**src/oswd_regs.svh**
```systemverilog
// Constants of the on-screen-display serial write decoder.
`ifndef OSWD_REGS_SVH
`define OSWD_REGS_SVH
`define OSWD_I2C_ADDR      8'h7A
`define OSWD_BYTE_BITS     4'h8
`define OSWD_B_ROW_FLAG    7
`define OSWD_B_FONT_SEL    6
`define OSWD_B_PLANE_SEL   5
`define OSWD_B_FMT_C       6
`define OSWD_B_CODE_MSB    5
`define OSWD_SYNC_SCK      0
`define OSWD_SYNC_SDA      1
`define OSWD_SYNC_SEL      2
`endif

```
**src/oswd_pkg.sv**
```systemverilog
// Types of the on-screen-display serial write decoder.
package oswd_pkg;

  typedef enum logic [1:0] {
    OSWD_TGT_CHAR = 2'b00,
    OSWD_TGT_ATTR = 2'b01,
    OSWD_TGT_FONT = 2'b10
  } oswd_tgt_e;

  typedef enum logic [1:0] {
    OSWD_DEC_ROW   = 2'b00,
    OSWD_DEC_COL   = 2'b01,
    OSWD_DEC_DATA  = 2'b10,
    OSWD_DEC_BURST = 2'b11
  } oswd_dec_e;

  typedef struct packed {
    oswd_tgt_e   target;
    logic [4:0]  row;
    logic [5:0]  col;
    logic [8:0]  data;
  } oswd_wr_s;

  typedef struct packed {
    logic [2:0]  meta;
    logic [2:0]  stable;
  } oswd_sync_s;

  typedef struct packed {
    logic        sck_prev;
    logic        sda_prev;
    logic        sel_prev;
    logic [7:0]  shift;
    logic [3:0]  bit_cnt;
    logic        i2c_active;
    logic        i2c_addr_phase;
    logic        i2c_ack;
    oswd_dec_e   dec;
    logic        fmt_c;
    logic        font_msb;
    oswd_wr_s    addr;
    logic        wr_valid;
    oswd_wr_s    wr;
    logic        is_i2c;
  } oswd_state_s;

endpackage

```
**src/oswd_sync.sv**
```systemverilog
// Two-stage synchroniser for the serial pins.
`timescale 1ns/1ps
module oswd_sync (
  input  wire logic       sys_clk_i,
  input  wire logic       srst_i,
  input  wire logic [2:0] pins_i,
  output logic      [2:0] pins_o
);
  oswd_pkg::oswd_sync_s s_q;
  oswd_pkg::oswd_sync_s s_d;

  always_comb begin
    s_d.meta   = pins_i;
    s_d.stable = s_q.meta;
  end

  // Reset value is idle-high, matching the pull-ups on the serial pins.
  always_ff @(posedge sys_clk_i) begin
    if (srst_i) begin
      s_q <= '{meta: 3'h7, stable: 3'h7};
    end else begin
      s_q <= s_d;
    end
  end

  assign pins_o = s_q.stable;
endmodule // oswd_sync

```
**src/oswd_write_decoder.sv**
```systemverilog
// Serial byte receiver and packet decoder that issues display writes.
`timescale 1ns/1ps
`include "oswd_regs.svh"
//
// Contract
// SPI when select pin is driven high or low; I2C only when floating.
// SPI master holds select low from transfer start through last clock.
// I2C transfers start with write address 7AH; others are ignored.
// Accept formats a (R-C-D repeated), b (R-C-D then C-D), c (R-C-D-D...).
// Byte bit 7 set marks a row byte, clear a column byte.
// Row bit 6 picks display registers (row 4:0) or user font (row 2:0).
// Display row bit 5 picks character-code plane or attribute plane.
// Column bit 6 marks format c; column is bits 4:0 or font bits 5:0.
// Character column bit 5 gives code bit 8; data gives bits 7:0.
// In format c the latched code bit 8 holds for all later data.
// In format c the write address advances after every data byte.
// Format a may go to b or c, b to a; c never leaves.
// Writes wait for the display timing slot before reaching the bus.
// Master should fill undefined locations with dummy data.
// Display array covers rows 0-14, columns 0-29, row control at 30.
// SPI data sampled on rising serial clock, most significant bit first.
// Select release or I2C stop returns to row wait, dropping partial byte.
// I2C address and every data byte are acknowledged.
module oswd_write_decoder #(
  parameter logic [7:0] I2C_ADDR = `OSWD_I2C_ADDR
) (
  input  wire logic                sys_clk_i,
  input  wire logic                srst_i,
  input  wire logic                sck_i,
  input  wire logic                sda_i,
  input  wire logic                serial_select_pin_i,
  input  wire logic                serial_select_float_i,
  input  wire logic                wr_slot_i,
  output logic                     sda_o,
  output logic                     sda_oe_o,
  output logic                     bus_is_i2c_o,
  output logic                     wr_valid_o,
  output oswd_pkg::oswd_tgt_e      wr_target_o,
  output logic               [4:0] wr_row_o,
  output logic               [5:0] wr_col_o,
  output logic               [8:0] wr_data_o
);

  if (I2C_ADDR[0] != 1'b0) begin : g_addr_check
    $error("I2C_ADDR must be a write address with bit 0 clear.");
  end

  logic [2:0] pins_s;
  logic       float_s;

  oswd_sync u_sync (
    .sys_clk_i (sys_clk_i),
    .srst_i    (srst_i),
    .pins_i    ({serial_select_pin_i, sda_i, sck_i}),
    .pins_o    (pins_s)
  );

  // The float indication is a pad-detector level from outside the clock.
  logic float_m_q;
  logic float_q;
  always_ff @(posedge sys_clk_i) begin
    if (srst_i) begin
      float_m_q <= 1'b0;
      float_q   <= 1'b0;
    end else begin
      float_m_q <= serial_select_float_i;
      float_q   <= float_m_q;
    end
  end
  assign float_s = float_q;

  oswd_pkg::oswd_state_s s_q;
  oswd_pkg::oswd_state_s s_d;

  logic       sck_s;
  logic       sda_s;
  logic       sel_s;
  logic       sck_rise;
  logic       sck_fall;
  logic       i2c_start;
  logic       i2c_stop;
  logic       byte_v;
  logic [7:0] byte_b;
  logic       dec_reset;
  logic       do_write;
  logic [7:0] shifted;

  always_comb begin
    sck_s     = pins_s[`OSWD_SYNC_SCK];
    sda_s     = pins_s[`OSWD_SYNC_SDA];
    sel_s     = pins_s[`OSWD_SYNC_SEL];
    sck_rise  = sck_s & ~s_q.sck_prev;
    sck_fall  = ~sck_s & s_q.sck_prev;
    i2c_start = s_q.is_i2c & sck_s & s_q.sck_prev & ~sda_s & s_q.sda_prev;
    i2c_stop  = s_q.is_i2c & sck_s & s_q.sck_prev & sda_s & ~s_q.sda_prev;
    shifted   = {s_q.shift[6:0], sda_s};
    byte_v    = 1'b0;
    byte_b    = s_q.shift;
    dec_reset = 1'b0;
    do_write  = 1'b0;

    s_d          = s_q;
    s_d.sck_prev = sck_s;
    s_d.sda_prev = sda_s;
    s_d.sel_prev = sel_s;
    s_d.is_i2c   = float_s;

    if (s_q.is_i2c != float_s) begin
      s_d.bit_cnt    = 4'h0;
      s_d.i2c_active = 1'b0;
      s_d.i2c_ack    = 1'b0;
      dec_reset      = 1'b1;
    end else if (!s_q.is_i2c) begin
      // SPI: a high select discards any partial byte and restarts packets.
      if (sel_s) begin
        s_d.bit_cnt = 4'h0;
        dec_reset   = 1'b1;
      end else if (sck_rise) begin
        s_d.shift = shifted;
        if (s_q.bit_cnt == `OSWD_BYTE_BITS - 4'h1) begin
          s_d.bit_cnt = 4'h0;
          byte_v      = 1'b1;
          byte_b      = shifted;
        end else begin
          s_d.bit_cnt = s_q.bit_cnt + 4'h1;
        end
      end
    end else if (i2c_stop) begin
      s_d.i2c_active = 1'b0;
      s_d.i2c_ack    = 1'b0;
      s_d.bit_cnt    = 4'h0;
      dec_reset      = 1'b1;
    end else if (i2c_start) begin
      s_d.i2c_active     = 1'b1;
      s_d.i2c_addr_phase = 1'b1;
      s_d.i2c_ack        = 1'b0;
      s_d.bit_cnt        = 4'h0;
      dec_reset          = 1'b1;
    end else if (s_q.i2c_active) begin
      if (sck_rise && !s_q.i2c_ack && s_q.bit_cnt != `OSWD_BYTE_BITS) begin
        s_d.shift   = shifted;
        s_d.bit_cnt = s_q.bit_cnt + 4'h1;
      end else if (sck_fall && s_q.i2c_ack) begin
        s_d.i2c_ack = 1'b0;
      end else if (sck_fall && s_q.bit_cnt == `OSWD_BYTE_BITS) begin
        s_d.bit_cnt = 4'h0;
        if (s_q.i2c_addr_phase) begin
          // A foreign or read address leaves the bus to other slaves.
          if (s_q.shift == I2C_ADDR) begin
            s_d.i2c_addr_phase = 1'b0;
            s_d.i2c_ack        = 1'b1;
          end else begin
            s_d.i2c_active = 1'b0;
          end
        end else begin
          s_d.i2c_ack = 1'b1;
          byte_v      = 1'b1;
        end
      end
    end

    if (dec_reset) begin
      s_d.dec = oswd_pkg::OSWD_DEC_ROW;
    end else if (byte_v) begin
      unique case (s_q.dec)
        oswd_pkg::OSWD_DEC_ROW, oswd_pkg::OSWD_DEC_COL: begin
          if (byte_b[`OSWD_B_ROW_FLAG]) begin
            s_d.addr.row = 5'h00;
            if (byte_b[`OSWD_B_FONT_SEL]) begin
              s_d.addr.target  = oswd_pkg::OSWD_TGT_FONT;
              s_d.addr.row[2:0] = byte_b[2:0];
            end else begin
              s_d.addr.row    = byte_b[4:0];
              s_d.addr.target = byte_b[`OSWD_B_PLANE_SEL] ?
                oswd_pkg::OSWD_TGT_ATTR : oswd_pkg::OSWD_TGT_CHAR;
            end
            s_d.dec = oswd_pkg::OSWD_DEC_COL;
          end else if (s_q.dec == oswd_pkg::OSWD_DEC_COL) begin
            s_d.fmt_c = byte_b[`OSWD_B_FMT_C];
            if (s_q.addr.target == oswd_pkg::OSWD_TGT_FONT) begin
              s_d.addr.col = byte_b[5:0];
            end else begin
              s_d.addr.col = {1'b0, byte_b[4:0]};
            end
            if (s_q.addr.target == oswd_pkg::OSWD_TGT_CHAR) begin
              s_d.font_msb = byte_b[`OSWD_B_CODE_MSB];
            end
            s_d.dec = oswd_pkg::OSWD_DEC_DATA;
          end
        end
        oswd_pkg::OSWD_DEC_DATA: begin
          do_write = 1'b1;
          // Format c is a one-way door; a/b fall back to row-or-column.
          s_d.dec = s_q.fmt_c ? oswd_pkg::OSWD_DEC_BURST
                              : oswd_pkg::OSWD_DEC_COL;
        end
        oswd_pkg::OSWD_DEC_BURST: begin
          do_write = 1'b1;
        end
      endcase
    end

    // A write handed over in the slot is retired; a new one wins the cycle.
    if (wr_slot_i) begin
      s_d.wr_valid = 1'b0;
    end
    if (do_write) begin
      s_d.wr_valid    = 1'b1;
      s_d.wr          = s_q.addr;
      s_d.wr.data     = {1'b0, byte_b};
      if (s_q.addr.target == oswd_pkg::OSWD_TGT_CHAR) begin
        s_d.wr.data = {s_q.font_msb, byte_b};
      end
      if (s_q.fmt_c) begin
        // Linear advance over the full column space; the master pads the
        // unused columns with dummy bytes.
        if (s_q.addr.target == oswd_pkg::OSWD_TGT_FONT) begin
          {s_d.addr.row[2:0], s_d.addr.col} =
            9'({s_q.addr.row[2:0], s_q.addr.col} + 9'h001);
        end else begin
          {s_d.addr.row, s_d.addr.col[4:0]} =
            10'({s_q.addr.row, s_q.addr.col[4:0]} + 10'h001);
        end
      end
    end
  end

  always_ff @(posedge sys_clk_i) begin
    if (srst_i) begin
      s_q <= '{sck_prev: 1'b1, sda_prev: 1'b1, sel_prev: 1'b1,
               dec: oswd_pkg::OSWD_DEC_ROW,
               addr: '{target: oswd_pkg::OSWD_TGT_CHAR, default: '0},
               wr: '{target: oswd_pkg::OSWD_TGT_CHAR, default: '0},
               default: '0};
    end else begin
      s_q <= s_d;
    end
  end

  assign sda_o        = 1'b0 & s_q.i2c_ack;
  assign sda_oe_o     = s_q.i2c_ack;
  assign bus_is_i2c_o = s_q.is_i2c;
  assign wr_valid_o   = s_q.wr_valid;
  assign wr_target_o  = s_q.wr.target;
  assign wr_row_o     = s_q.wr.row;
  assign wr_col_o     = s_q.wr.col;
  assign wr_data_o    = s_q.wr.data;
endmodule // oswd_write_decoder

```
**config.mk**
```make
export PLATFORM = sky130hd
export DESIGN_NAME = oswd_write_decoder
export DESIGN_NICKNAME = d
export VERILOG_FILES = /design/src/oswd_pkg.sv /design/src/oswd_sync.sv /design/src/oswd_write_decoder.sv
export VERILOG_INCLUDE_DIRS = /design/src /design/src/src
export SDC_FILE = /design/constraint.sdc
export NUM_CORES = 1
export LEC_CHECK = 0
export BUFFER_PORTS_ARGS = -buffer_cell sky130_fd_sc_hd__clkbuf_2
export CAP_MARGIN = 20
export CORE_ASPECT_RATIO = 0.8
export CORE_UTILIZATION = 45
export CTS_CLUSTER_DIAMETER = 80
export DETAILED_ROUTE_END_ITERATION = 8
export PLACE_DENSITY_LB_ADDON = 0.3
export SLEW_MARGIN = 20
export SYNTH_ARGS = -nofsm -noshare
export SYNTH_HDL_FRONTEND = slang
export SYNTH_SLANG_ARGS = --single-unit
```
**constraint.sdc**
```tcl
create_clock -name sys_clk_i -period 5.75 [get_ports sys_clk_i]
set_input_delay 0 -clock sys_clk_i [delete_from_list [all_inputs] [get_ports sys_clk_i]]
set_output_delay 0 -clock sys_clk_i [all_outputs]
set_load 0.005 [all_outputs]
```
==> out/qor.csv, run 1 <==
metric,value,unit
slew_viol_final,0,
synth_top_area_share,36.8,%
ys_seq_elements,66,
cp-end-kind,flop,
crit_buf_inv,0,
critPathArrivalTime,3340,ps
yosys_warnings,0,
cts_max_level,3,
cts_buffers,9,
rsz0062_at_grt,false,
initial_core_util,47.4,%
fin_crit,3070,ps
maxCapViolCount,0,
synth_compound_area_share,20.9,%
ir_drop,0.116,mV
p_seq_share,53.3,%
path_max_fanout,30,
dr_wl_met2,3550,um
highest_layer,met4,
power.switching,0.202,mW
leakage,1.34,nW
timing.fmax,326,MHz
vias_per_cell,5.69,
period_share,53.3,%
setup_viol,0,
synth_flop_cell,dfxtp_1,
status,"complete, no violations",
nets,452,
hpwl,5810,um
critPathTopFamily,simple AND/OR/NAND/NOR gates,
p_int,0.688,mW
first_iter_violations,231,
synth_top_family_by_area,simple AND/OR/NAND/NOR gates,
ios,33,
fin_skew,9.57,ps
cts.path.max_buffers,2,
synth_area_leader_cell,dfxtp_1,
p_total,0.890,mW
min_from,srst_i,
drcViolationCount,0,
die_area,0.00834,mm2
worstPathRequired,6020,ps
worst_slew_pin_slew,1030,ps
slowest_delay,790,ps
finalHoldViolations,0,
grt_pass1_wl,13800,um
drt-total-wl,8350,um
cp-start-kind,flop,
wl_per_cell,15.2,um
n_antenna_cell,0,
gp_congestion,0.881,
drive_gt1_share,16.0,%
p_clk_share,42.3,%
placed_area,0.00360,mm2
critPathLaunch,bus_is_i2c_o,
clock-sinks,66,
netlist_area,0.00359,mm2
first_pass_iters,5,
grt_pass1_vias,2719,
clk_pin_slew_worst_paths,60,ps
die_y,81.9,um
row_count,28,
whs,202,ps
antenna_found_initial,0,
yosys-top-cells-area,"dfxtp_1 37%, nand2_1 6.6%, a21oi_1 5.0%",
synth-adder-area-share,1.39,%
die_w,102,um
clk_latency,350,ps
crit_chain,"ha_1, nor3b_1, and4_1, o21a_1, nand3_1, a21oi_1",
synth_xor_area_share,0.732,%
ant_nets,0,
switching_share,22.7,%
syn2layout_area_growth,6.83,%
power_density,232,mW/mm2
syn_avg_cell_area,8.14,um2
numPortBuffers,31,
multi_input_area,0.00195,mm2
path_class,flop to flop,
combPwrFrac,4.4,%
r2r_start,bus_is_i2c_o,
fin_tns_setup,0,ps
fin_area,0.00383,mm2
post_cts_buffers,0,
yosysUniqueCellTypes,66,
synth_cells,441,
grt_max_degree,57,
synthArstFlopShare,0,%
slew-limit-headroom,31.1,%
clk_root_buffer_cell,clkbuf_8,
gr-usage-all-layers,21.7,%
min_path_type,primary input to flop,
synth-simple-area-share,26.8,%
cts_tree,yes,
fill_cells,755,
syn-num-nets,452,
via_count,3132,
grt_overflow_total,0,
wl_met1,4250,um
register_area,0.00132,mm2
dr_wl_met3,445,um
core,0.00757,mm2
cpMaxStageDelayCell,o21a_1,
muxShareOfSynthArea,4.29,%
ys_seq_area_share,36.8,%
synth_edf_count,0,
-- flip-flops by register name, summed over array words and instances, names as in the netlist --
signal and cells:
sda_oe_o 1, wr_row_o 5, wr_col_o 6, wr_valid_o 1, u_sync.s_d 3, float_q 1
bus_is_i2c_o 1, u_sync.pins_o 3, float_m_q 1, s_q 33, wr_data_o 9, wr_target_o 2
-- final timing paths --
kind	slack, ps	end	depth (start not counted)
setup / recovery	2680	wr_data_o[8]	6
hold / removal	200	s_q[64]	3
setup reg to reg	2680	wr_data_o[8]	6
hold reg to reg	410	u_sync.pins_o[1]	1
-- stage by stage --
stage	utilization, %	worst slack (ps)	cells
2_1_floorplan	-	3600	441
3_3_place_gp	47.6	2890	530
3_5_place_dp	47.6	2690	530
4_1_cts	50.7	2660	550
5_1_grt	50.7	2260	550
6_report	50.7	2680	550
-- cells in the mapped netlist (4+ instances only) --
library cell,count
o21a_1,4
a21oi_1,36
or2_2,12
o21ai_0,15
a211oi_1,14
inv_1,10
nand4_1,4
o32ai_1,4
nor2_1,27
or3_1,5
or2_0,4
dfxtp_1,66
a31oi_1,6
mux2i_1,12
o211ai_1,4
and3_1,5
nor3_1,6
nand3_1,17
nand2_1,63
buf_2,8
buf_4,23
clkbuf_1,15
nand2b_1,5
ha_1,4
nor2b_1,9
-- power by group through the flow --
stage / clock network [mW] / logic (mW) / registers [mW]
finish: 0.377 / 0.0391 / 0.474
global route: 0.403 / 0.0439 / 0.475
CTS: 0.383 / 0.0391 / 0.473
detailed placement: 0 / 0.0360 / 0.484
global placement: 0 / 0.0354 / 0.483
floorplan: 0 / 0.0313 / 0.478
-- area by class of cell --
cell class	instances	share of cell area [%]
tap	105	3.43
inverter	10	0.979
multi-input combinational	317	50.8
clock inverter	3	1.04
timing repair buffer	37	5.55
clock buffer	12	3.78
sequential	66	34.5
-- layout by cell type (no fill, tap or decap), types with 3 or more instances in the layout --
cell type / synthesis / routed
dfxtp_1: 66 / 66
nand2_1: 63 / 63
a21oi_1: 36 / 36
clkbuf_2: 0 / 31
nor2_1: 27 / 27
nand3_1: 17 / 17
o21ai_0: 15 / 15
a211oi_1: 14 / 14
or2_2: 12 / 12
mux2i_1: 12 / 12
inv_1: 10 / 10
clkbuf_8: 0 / 10
nor2b_1: 9 / 9
nor3_1: 6 / 6
a31oi_1: 6 / 6
nand2b_1: 5 / 5
or3_1: 5 / 5
and3_1: 5 / 5
dlygate4sd3_1: 0 / 5
o211ai_1: 4 / 4
nand4_1: 4 / 4
o21a_1: 4 / 4
o32ai_1: 4 / 4
or2_0: 4 / 4
ha_1: 4 / 4
xnor2_1: 3 / 3
nand3b_1: 3 / 3
mux2_2: 3 / 3
and2_1: 3 / 3
o2111ai_1: 3 / 3
o22a_1: 3 / 3
-- tightest hold or removal path: cells and delay by family --
family,cells,cell delay (ps)
AND/OR/NAND/NOR,1,150
buffers and inverters,2,360
-- per-layer routing --
metal	vias to the layer above	GRT usage (%)
li1	1559	-
met1	1469	31.5
met2	90	30.5
met3	14	5.70
met4	0	7.57
met5	-	0
-- timing repair --
| item | in CTS | in global routing |
|---|---|---|
| endpoints found under the hold margin | 5 | 0 |
| hold buffers | 5 | 0 |
| resized for setup | 0 | 0 |
-- cells by family after synthesis --
group                      after synthesis
DFF                                     66
muxes                                   15
xor gates and xnor gates                 3
and+or+nand+nor                        182
adders and majority gates                4
other                                    1
AOI/OAI and AO/OA                      112
buffers and inverters                   58
Power figures use the tool's default switching activity.
==> run 2, diff against run 1 <==
--- a/config.mk
+++ b/config.mk
@@ -6,6 +6,7 @@
 export SDC_FILE = /design/constraint.sdc
 export NUM_CORES = 1
 export LEC_CHECK = 0
+export ABC_AREA = 1
 export BUFFER_PORTS_ARGS = -buffer_cell sky130_fd_sc_hd__clkbuf_2
 export CAP_MARGIN = 20
 export CORE_ASPECT_RATIO = 0.8
==> constraint.sdc (replaced) <==
create_clock -name sys_clk_i -period 3.1 [get_ports sys_clk_i]
set_input_delay 0 -clock sys_clk_i [delete_from_list [all_inputs] [get_ports sys_clk_i]]
set_output_delay 0 -clock sys_clk_i [all_outputs]
set_load 0.005 [all_outputs]
==> run 2 against run 1 <==
  * Hold slack got worse by 76 ps
  * Synthesized area rose by 3.2%
  * Die area rose by 3.1%
  * Register-to-register slack got worse by 1900 ps
  * Critical path depth rose by 4
  * Highest routed layer unchanged
  * Clock power rose by 95%
  * Global-route usage fell by 0.19 points
==> out/qor.csv, run 2 <==
metric,value,unit,change
status,"complete, no violations",,
synth-simple-area-share,37.4,%,+11 points
yosys_warnings,0,,unchanged
hpwl,6290,um,+8.4%
synth_compound_area_share,9.59,%,-11 points
final_common_cell,nand2_1,,
clock-sinks,66,,unchanged
critPathArrivalTime,2560,ps,-780 ps
worstPathRequired,3360,ps,-2660 ps
yosysUniqueCellTypes,34,,-48%
finalNonFillerCells,687,,+25%
via_count,3503,,+12%
syn2layout_area_growth,8.31,%,
grt_pass1_vias,3011,,+11%
synth_xor_area_share,1.89,%,+1.2 points
clk_pin_slew_worst_paths,80,ps,+20 ps
ant_nets,0,,unchanged
die_y,83.2,um,+1.6%
leakage,1.91,nW,+43%
clk_root_buffer_cell,clkbuf_8,,
p_total,1.68,mW,+89%
fin_skew,9.56,ps,-0.0120 ps
vias_per_cell,5.10,,-10%
power_density,419,mW/mm2,+81%
drcViolationCount,0,,unchanged
netlist_area,0.00370,mm2,+3.2%
ctsResizeCount,0,,unchanged
ys_seq_elements,66,,unchanged
setup_ws,792,ps,-1890 ps
synth_area_leader_cell,dfxtp_1,,
setup_viol,0,,unchanged
synth_edf_count,0,,unchanged
numPortBuffers,31,,unchanged
slew_viol_final,0,,unchanged
initial_core_util,46.6,%,-0.81 points
path_class,flop to flop,,
grt_pass1_wl,14400,um,+4.3%
muxShareOfSynthArea,0,%,-4.3 points
fin_crit,2310,ps,-758 ps
synthMostInstantiatedCell,nand2_1,,
slew-limit-headroom,60.1,%,+29 points
die_w,103,um,+1.6%
drive_gt1_share,13.1,%,-2.8 points
largest_reg_flops,33,,unchanged
drt-total-wl,8680,um,+4.0%
maxCapViolCount,0,,unchanged
ir_drop,0.199,mV,+72%
yosys-top-cells-area,"dfxtp_1 36%, nand2_1 14%, nand3_1 10%",,
cp-end-kind,flop,,
timing.fmax,433,MHz,+33%
gp_congestion,0.965,,+9.6%
first_pass_iters,5,,unchanged
final_cell_mix,"137 x nand2_1, 75 x nand3_1, 66 x dfxtp_1",,
dp_cells,666,,+26%
yosys-top-cells-count,"137 x nand2_1, 75 x nand3_1, 66 x dfxtp_1, 61 x inv_1, 60 x nor2_1",,
synth_flop_cell,dfxtp_1,,
ys_seq_area_share,35.7,%,-1.1 points
fin_tns_setup,0,ps,unchanged
grt_overflow_total,0,,unchanged
period_share,74.4,%,+21 points
worst_slew_pin_slew,598,ps,-429 ps
grt_max_degree,42,,-26%
synth_cells,564,,+28%
rsz0062_at_grt,false,,
cts_tree,yes,,
core,0.00795,mm2,+5.0%
cts_max_level,3,,unchanged
cts.path.max_buffers,2,,unchanged
first_iter_violations,208,,-10%
ios,33,,unchanged
nets,585,,+29%
largest-register,s_q,,
gr-usage-all-layers,21.5,%,-0.19 points
die_area,0.00860,mm2,+3.1%
cp-start-kind,flop,,
pre_cts_slack,821,ps,-1870 ps
syn-num-nets,575,,+27%
cts_buffers,9,,unchanged
synth-adder-area-share,1.35,%,-0.043 points
clk_latency,350,ps,about the same
path_max_fanout,29,,-3.3%
syn_avg_cell_area,6.57,um2,-19%
min_path_type,primary input to flop,,
finalHoldViolations,0,,unchanged
synth_top_family_by_area,simple AND/OR/NAND/NOR gates,,
antenna_found_initial,0,,unchanged
row_count,29,,+3.6%
synthArstFlopShare,0,%,unchanged
synth_top_area_share,35.7,%,-1.1 points
wl_per_cell,12.6,um,-17%
n_antenna_cell,0,,unchanged
## run 2: worst paths after layout
check | cells after the start | from | slack (ps) | endpoint
worst max register to register | 10 | bus_is_i2c_o | 790 | s_q[35]
worst min-delay path | 4 | srst_i | 130 | s_q[67]
worst max-delay path | 10 | bus_is_i2c_o | 790 | s_q[35]
worst min register to register | 1 | u_sync.s_d[0] | 410 | u_sync.pins_o[0]
## run 2: metrics by stage
stage	hold slack [ps]	util [%]	cell area (um2)
2_1_floorplan	104	-	3700
3_3_place_gp	183	47.4	3760
3_5_place_dp	186	47.4	3760
4_1_cts	128	50.5	4010
5_1_grt	152	50.5	4010
6_report	126	50.5	4010
## run 2: power by group
| group | total (mW) | switching [mW] | internal, mW |
|---|---|---|---|
| clock | 0.735 | 0.359 | 0.377 |
| combinational | 0.0811 | 0.0518 | 0.0293 |
| sequential | 0.866 | 0.00875 | 0.857 |
## run 2: cell families after synthesis
kind of cell             Yosys count
other                              1
buffers and inverters            108
flip-flops                        66
XOR/XNOR                           8
AND/OR/NAND/NOR                  309
adder cells (fa/ha/maj)            4
AO/OA/AOI/OAI                     68
## run 2: critical path, stage by stage, from the launching register on
cell and delay, ps:
dfxtp_1 320, ha_1 410, nor3_4 350, nand2_4 180
nand2_4 280, buf_4 290, nand2_4 120, nand2_1 70
nand3_1 60, nand2_1 80, inv_1 40
## run 2: timing repair
action	CTS	global route
setup buffers	0	0
hold buffers	5	0
hold endpoints to repair	5	0
## run 2: metal layers
layer	global-route usage, %	up-vias	part of all wire [%]
met1	31.6	1586	51
met4	4.99	0	1.0
met3	4.80	8	6.5
met5	0	-	0
li1	-	1788	-
met2	31.7	121	41
## run 2: area by class of cell
class / instances / area (um2)
sequential: 66 / 1320
clock buffer: 9 / 124
fill: 785 / 3930
clock inverter: 7 / 75.1
timing repair buffer: 42 / 250
multi-input combinational: 390 / 1860
tap: 108 / 135
inverter: 65 / 244
